[src/pmps_pkg.sv]
// Contract
// - While chip reset is held, the two lowest address pins are inputs carrying the clock-select strap with weak pull-downs on.
// - When chip reset is released, the strap is latched and those two pins go back to address outputs with pull-downs off.
// - The strap decodes as 00 for a 24 MHz clock, 11 for a 48 MHz clock, and 01 or 10 as reserved codes.
// - A low address pin whose strap bit latched as one is released whenever the chip is powered down.
// - A low address pin whose strap bit latched as zero is driven like every other address pin outside reset.
// - The active-low chip enable is asserted whenever the processor makes any external memory access.
// - The chip enable stays high for the whole time chip reset is held.
// - The chip enable stays asserted in normal operation and is released only in processor standby.
// - Addresses leave on a 17-bit output bus and data moves over an 8-bit two-way bus.
// - Separate active-low read and write strobes are driven, each only for its own kind of transfer.
package pmps_pkg;
    localparam int ADDR_W = 17;
    localparam int DATA_W = 8;
    localparam int CLK_MHZ = 50;
    localparam int RESET_MIN_NS = 1000;
    // Least reset length in clock cycles, rounded up.
    localparam int RESET_MIN_CYC = (RESET_MIN_NS * CLK_MHZ + 999) / 1000;
    // Phase lengths of one access, in cycles.
    localparam logic [1:0] SETUP_CYC = 2'h1;
    localparam logic [1:0] STROBE_CYC = 2'h2;
    localparam logic [1:0] HOLD_CYC = 2'h1;
    localparam logic [1:0] STRAP_24MHZ = 2'h0;
    localparam logic [1:0] STRAP_48MHZ = 2'h3;
    localparam logic [1:0] STRAP_RESET = 2'h0;

    typedef enum logic [1:0] {
        PMPS_IDLE = 2'h0,
        PMPS_SETUP = 2'h1,
        PMPS_STROBE = 2'h3,
        PMPS_HOLD = 2'h2
    } pmps_state_t;

    typedef enum logic [1:0] {
        PMPS_CLK_24 = 2'h0,
        PMPS_CLK_48 = 2'h1,
        PMPS_CLK_RSVD = 2'h2
    } pmps_clk_t;
endpackage

[src/pmps_port.sv]
`timescale 1ns/1ns
// External program memory port with clock-select straps on the two lowest address pins.
module pmps_port #(
    parameter int ADDR_W = pmps_pkg::ADDR_W,
    parameter int DATA_W = pmps_pkg::DATA_W
) (
    input wire logic sys_clk_i,
    input wire logic reset_i,
    input wire logic power_down_i,
    input wire logic standby_i,
    input wire logic req_valid_i,
    input wire logic req_write_i,
    input wire logic [ADDR_W-1:0] req_addr_i,
    input wire logic [DATA_W-1:0] req_wdata_i,
    output logic req_ready_o,
    output logic rd_valid_o,
    output logic [DATA_W-1:0] rd_data_o,
    output logic [1:0] strap_o,
    output logic [1:0] clk_sel_o,
    output logic [ADDR_W-1:0] mem_addr_o,
    output logic [ADDR_W-1:0] mem_addr_oe_o,
    output logic [1:0] mem_addr_pd_o,
    input wire logic [1:0] mem_addr_low_i,
    output logic [DATA_W-1:0] mem_data_o,
    output logic mem_data_oe_o,
    input wire logic [DATA_W-1:0] mem_data_i,
    output logic prog_write_strobe_low_o,
    output logic prog_read_strobe_low_o,
    output logic prog_chip_enable_low_o
);
    typedef struct packed {
        pmps_pkg::pmps_state_t state;
        logic [1:0] cnt;
        logic wr;
        logic in_reset;
        logic [1:0] strap;
        logic [ADDR_W-1:0] addr;
        logic [DATA_W-1:0] wdata;
        logic [DATA_W-1:0] rdata;
        logic rd_valid;
    } pmps_regs_t;

    pmps_regs_t r;
    pmps_regs_t next_r;

    // Strap decode shared by the clock-select output.
    function automatic pmps_pkg::pmps_clk_t pmps_decode(input logic [1:0] s);
        if (s == pmps_pkg::STRAP_24MHZ) begin
            pmps_decode = pmps_pkg::PMPS_CLK_24;
        end else if (s == pmps_pkg::STRAP_48MHZ) begin
            pmps_decode = pmps_pkg::PMPS_CLK_48;
        end else begin
            pmps_decode = pmps_pkg::PMPS_CLK_RSVD;
        end
    endfunction

    // Next-state logic; the strap is caught on the first clean edge after reset falls.
    always_comb begin
        next_r = r;
        next_r.rd_valid = 1'b0;
        next_r.in_reset = 1'b0;
        if (r.in_reset) begin
            next_r.strap = mem_addr_low_i;
        end
        case (r.state)
            pmps_pkg::PMPS_IDLE: begin
                if (req_valid_i && !standby_i && !r.in_reset) begin
                    next_r.state = pmps_pkg::PMPS_SETUP;
                    next_r.addr = req_addr_i;
                    next_r.wdata = req_wdata_i;
                    next_r.wr = req_write_i;
                    next_r.cnt = pmps_pkg::SETUP_CYC - 2'h1;
                end
            end
            pmps_pkg::PMPS_SETUP: begin
                if (r.cnt == 2'h0) begin
                    next_r.state = pmps_pkg::PMPS_STROBE;
                    next_r.cnt = pmps_pkg::STROBE_CYC - 2'h1;
                end else begin
                    next_r.cnt = r.cnt - 2'h1;
                end
            end
            pmps_pkg::PMPS_STROBE: begin
                if (r.cnt == 2'h0) begin
                    next_r.state = pmps_pkg::PMPS_HOLD;
                    next_r.cnt = pmps_pkg::HOLD_CYC - 2'h1;
                    if (!r.wr) begin
                        next_r.rdata = mem_data_i;
                        next_r.rd_valid = 1'b1;
                    end
                end else begin
                    next_r.cnt = r.cnt - 2'h1;
                end
            end
            pmps_pkg::PMPS_HOLD: begin
                if (r.cnt == 2'h0) begin
                    next_r.state = pmps_pkg::PMPS_IDLE;
                end else begin
                    next_r.cnt = r.cnt - 2'h1;
                end
            end
            default: begin
                next_r.state = pmps_pkg::PMPS_IDLE;
            end
        endcase
    end

    // State register; reset keeps the machine idle and marks the strap window.
    always_ff @(posedge sys_clk_i) begin
        if (reset_i) begin
            r <= '0;
            r.in_reset <= 1'b1;
            r.strap <= pmps_pkg::STRAP_RESET;
        end else begin
            r <= next_r;
        end
    end

    // Strobes are low only inside the strobe phase of their own direction.
    assign prog_read_strobe_low_o = !(r.state == pmps_pkg::PMPS_STROBE && !r.wr);
    assign prog_write_strobe_low_o = !(r.state == pmps_pkg::PMPS_STROBE && r.wr);
    // Enable held high in reset, dropped in standby, asserted otherwise and over every access.
    assign prog_chip_enable_low_o = reset_i || r.in_reset ||
        (standby_i && r.state == pmps_pkg::PMPS_IDLE);

    // Address and data pins; the write data holds through the hold phase.
    assign mem_addr_o = r.addr;
    assign mem_data_o = r.wdata;
    assign mem_data_oe_o = r.wr && r.state != pmps_pkg::PMPS_IDLE && !reset_i;
    // Upper pins drive outside reset; low pins are inputs in reset and the strap cycle.
    // Low pins are released in power down only if their strap bit is one.
    // One assignment covers the whole enable word so that it has a single driver.
    assign mem_addr_oe_o = {{(ADDR_W-2){!reset_i}},
        ((reset_i || r.in_reset) ? 2'h0 : (power_down_i ? ~r.strap : 2'h3))};
    assign mem_addr_pd_o = (reset_i || r.in_reset) ? 2'h3 : 2'h0;

    // Request handshake and status outputs.
    assign req_ready_o = r.state == pmps_pkg::PMPS_IDLE && !standby_i && !r.in_reset;
    assign rd_valid_o = r.rd_valid;
    assign rd_data_o = r.rdata;
    assign strap_o = r.strap;
    assign clk_sel_o = pmps_decode(r.strap);
endmodule // pmps_port

[config.mk]
export PLATFORM = sky130hd
export DESIGN_NAME = pmps_port
export DESIGN_NICKNAME = d
export VERILOG_FILES = /design/src/pmps_pkg.sv /design/src/pmps_port.sv
export SDC_FILE = /design/constraint.sdc
export NUM_CORES = 1
export LEC_CHECK = 0
export ABC_AREA = 1
export BUFFER_PORTS_ARGS = -buffer_cell sky130_fd_sc_hd__buf_2
export CORE_MARGIN = 10
export CORE_UTILIZATION = 51
export CTS_BUF_LIST = sky130_fd_sc_hd__clkbuf_4 sky130_fd_sc_hd__clkbuf_8
export DETAILED_ROUTE_END_ITERATION = 16
export PLACE_DENSITY = 0.95
export SKIP_LAST_GASP = 1
export SLEW_MARGIN = 10
export SYNTH_ARGS = -nofsm -noshare
export SYNTH_HDL_FRONTEND = slang
export SYNTH_SLANG_ARGS = --single-unit
[constraint.sdc]
create_clock -name sys_clk_i -period 3.9 [get_ports sys_clk_i]
set_clock_uncertainty 0.05 [all_clocks]
set_input_delay 0.78 -clock sys_clk_i [delete_from_list [all_inputs] [get_ports sys_clk_i]]
set_output_delay 0.78 -clock sys_clk_i [all_outputs]
set_load 0.05 [all_outputs]
Word level (Yosys, flattened, before mapping) --
Index checks and enable logic that the tools add are counted.
Storage, ports and cells: logic and storage cells 69, input port bits 41, register bits after elaboration 42
Cells by class: reductions and logical operators 26, add/subtract/negate cells 1, equality and inequality tests 9, bitwise logic cells 4, mux-type cells 20
Operators with widths (number):
- $mux W25 | 2
- $mux W37 | 1
- $mux W9 | 3
- $mux W2 | 12
- $pmux W4 S4 | 1
- $ne A2 B2 Y1 const B | 5
- $logic_and A1 B1 Y1 | 9
- $eq A2 B2 Y1 const B | 3
- $logic_not A1 Y1 | 6
- $logic_not A2 Y1 | 3
- $mux W5 | 1
- $reduce_and A2 Y1 | 2
- $reduce_and A4 Y1 | 1
- $not A1 Y1 | 3
- $reduce_and A3 Y1 | 1
- $reduce_or A3 Y1 | 1
- $eq A2 B1 Y1 const B | 1
- $logic_or A1 B1 Y1 | 2
- $not A2 Y2 | 1
- $reduce_bool A2 Y1 | 1
- $sub A2 B1 Y2 const B | 1

Logic depth before layout (Yosys ltp) --
word-level depth 6, depth in mapped cells 8

Worst setup path after synthesis --
OpenSTA, ideal clock, no wires.
kind input to output, start point input reset_i, end point output mem_data_oe_o, cell stages on the path 2, data required time 3070 ps, data arrival time 1972 ps, path buffers 1, setup slack 1098 ps, path through buf_6 -> nor3_1
Between the ends: cells in the longest elaborated chain, start to end 2
Ends and longest elaborated chain:
- start, declared | line pmps_port.sv:8 | input wire logic reset_i,
- $logic_not A1 Y1 | line pmps_port.sv:129 | assign mem_data_oe_o = r.wr && r.state != pmps_pkg::PMPS_IDLE && !reset_i;
- $logic_and A1 B1 Y1 | line pmps_port.sv:129
- end, declared | line pmps_port.sv:25 | output logic mem_data_oe_o,
No other way between the ends.

Final worst setup path --
start point input reset_i, end point output mem_addr_oe_o[7]
Between the ends: cells in the longest elaborated chain, start to end 1
Ends and longest elaborated chain:
- $logic_not A1 Y1 | line pmps_port.sv:133 | assign mem_addr_oe_o = {{(ADDR_W-2){!reset_i}},
- end, declared | line pmps_port.sv:21 | output logic [ADDR_W-1:0] mem_addr_oe_o,
No other way between the ends.

==> metrics <==
HPWL after DPL 3720 um; vias in the first global route 1,672; M1 WL 1810 um; Clock Path Buffers 2; min-delay src mem_addr_o[13]; num rows 23; DR WL met3 530 um; Gates resized, CTS repair 0; Placer Congestion 0.836; per-cell routed wire length 12.6 um; cell count after synthesis 266; met2 WL post-DR 2230 um; IO buf count 102; unrepaired setup endpoints after global routing no; Critical Path RT 3070 ps; post-synth top area share 0.394; area fraction in compound gates after synthesis 0.179; worst slew pin tran 594 ps; total die area 7170 um2; Arr. time, crit path 1580 ps; Core Box Area 4030 um2; crit share post-route 0.618; sum of negative setup slack 0 ps; Synth Area in Simple Gates 0.110; Final Hold Viols 0; Tot GR Track Use 0.126; Final Max Slew Viols 0; mux share of post-synthesis cell area 0; critical path startpoint category input port; outcome completed; Leak 1.16 nW; layout cell share with drive strength beyond 1 0.394; max_slew headroom 0.604; DR pass1 iterations 4; largest family of logic cells by synthesized area buffers and inverters; syn nets 311; Final min period 2410 ps; CTS Hold Buffers Added 0; cts bufs inserted 5; hold path depth 2; Worst Path Buf+Inv 4; peak supply drop 271 uV; Avg Cell Area, Syn 8.02 um2; via count 1,701; Ys Warns 0; Pwr Density 429 nW/um2; Post-synth ARST share 0; most numerous cell in the Yosys netlist buf_4; synth top area cells dfxtp_1, buf_4, inv_1; critical path type input port to output port; worst hold path class flip-flop to flip-flop; Mapped Area 2130 um2; Vias/cell 4.63; adder-cell share of the synthesized area 0.0235; DRT iter0 DRCs 43; Worst Setup End Kind output port; Reg clk slew, reported paths 70 ps; critical path depth 4; area leader, netlist dfxtp_1; clk_lat worst skew 280 ps; Post-Route WL 4640 um; H-Tree Depth 2; CP dominant cell by count buf_2; Slowest-stage cell, CP buf_2; FMAX 415 MHz; # fillers 371; CP max FO 24; Max Used Layer met4; die height 84.7 um; ys flop type dfxtp_1; Post-CTS Setup Inserts 0; Power, Total 1.01 mW; slowest cell delay on critical path 310 ps; ant diodes 0; I/O pin count 103; critical path's top delay family buffers and inverters; synthesized flop and latch total 42; antenna violations before repair 0; final-stage net count 362; Die W 84.7 um; first-pass GRT wire length 7670 um; area delta synth->final 10.9%; fraction of synthesized cell area in xor and xnor cells 0; crit path cell chain buf_2, inv_1, buf_4, buf_2; top cells by count, synth buf_4, dfxtp_1, inv_1, a21oi_1, nor2_1; flop-to-flop setup slack 2250 ps; EDFF count, synth 0; total grt overflow 0; remaining antenna violation count after routing 0; CTS tree done; register area share after synthesis 0.394; WHS Endpoint mem_addr_o[13]; clock root cell clkbuf_8; Worst R2R End mem_data_o[2]; Yosys cell types 21; worst r2r src r[41]; final setup vio count 0; Sink Count 42; Max Cap Violations 0; r2r worst-path depth 4; largest net degree at the start of global routing 54; Post-route DRC 0; Initial Util 0.530
## state kept, by name, indices dropped and copies added (netlist names)
| name | cells |
|---|---|
| mem_addr_o | 17 |
| r | 6 |
| rd_data_o | 8 |
| rd_valid_o | 1 |
| mem_data_o | 8 |
| strap_o | 2 |
## stage by stage
stage	hold slack (ps)	instances	utilization	instance area (um2)	setup slack (ps)
after global placement	378	360	0.559	2250	1510
after CTS	393	367	0.587	2360	1500
final	390	367	0.587	2360	1490
after floorplan	374	266	-	2130	1100
after global routing	403	367	0.587	2360	1420
after detailed placement	382	360	0.559	2250	1500
## power by group
| part | total, mW | switching [mW] | internal, mW |
|---|---|---|---|
| Clock | 0.340 | 0.135 | 0.205 |
| Combinational | 0.215 | 0.161 | 0.0538 |
| Sequential | 0.459 | 0.0120 | 0.447 |
| Total | 1.01 | 0.308 | 0.706 |
## cell type report
cell class	count	area (um2)	share of cell area
Timing Repair Buffer	104	526	0.222
Multi-Input combinational cell	124	668	0.283
Tap cell	50	62.6	0.0265
Clock inverter	1	30.0	0.0127
Inverter	40	155	0.0656
Clock buffer	6	82.6	0.0349
Sequential cell	42	841	0.356
## layout by cell type (no fill, tap or decap), types with 2 or more instances in the layout
| master | count |
|---|---|
| buf_2 | 102 |
| dfxtp_1 | 42 |
| inv_1 | 38 |
| a21oi_1 | 26 |
| nor2_1 | 24 |
| o21ai_1 | 19 |
| o21ai_0 | 16 |
| nand2_1 | 14 |
| nand3_1 | 6 |
| clkbuf_8 | 6 |
| o21ai_2 | 4 |
| a21oi_2 | 4 |
| ha_1 | 4 |
| nor3_1 | 2 |
| nand3_4 | 2 |
| buf_4 | 2 |
## worst reg2reg max path, stage by stage, from the launching register on
cell	delay [ps]
dfxtp_1	410
nor2_4	190
nand3_4	460
o21ai_0	340
a21oi_1	60
## worst max-delay path by stage
| stage | startpoint | to | slack (ps) |
|---|---|---|---|
| detailed placement | reset_i | mem_addr_oe_o[7] | 1500 |
| finish | reset_i | mem_addr_oe_o[7] | 1490 |
| global route | reset_i | mem_addr_oe_o[1] | 1420 |
| floorplan | reset_i | mem_data_oe_o | 1100 |
| global placement | reset_i | mem_addr_oe_o[16] | 1510 |
| CTS | reset_i | mem_addr_oe_o[7] | 1500 |
## routing by layer
metal / GRT usage / vias up
met5: 0 / -
met3: 0.0676 / 6
met4: 0.0404 / 0
met1: 0.124 / 732
met2: 0.223 / 73
li1: - / 890
## logic make-up after synthesis
| kind of cell | after synthesis |
|---|---|
| buffers and inverters | 100 |
| AO/OA/AOI/OAI | 70 |
| AND/OR/NAND/NOR | 50 |
| flip-flops | 42 |
| adder cells (fa/ha/maj) | 4 |
Power figures use the tool's default switching activity.
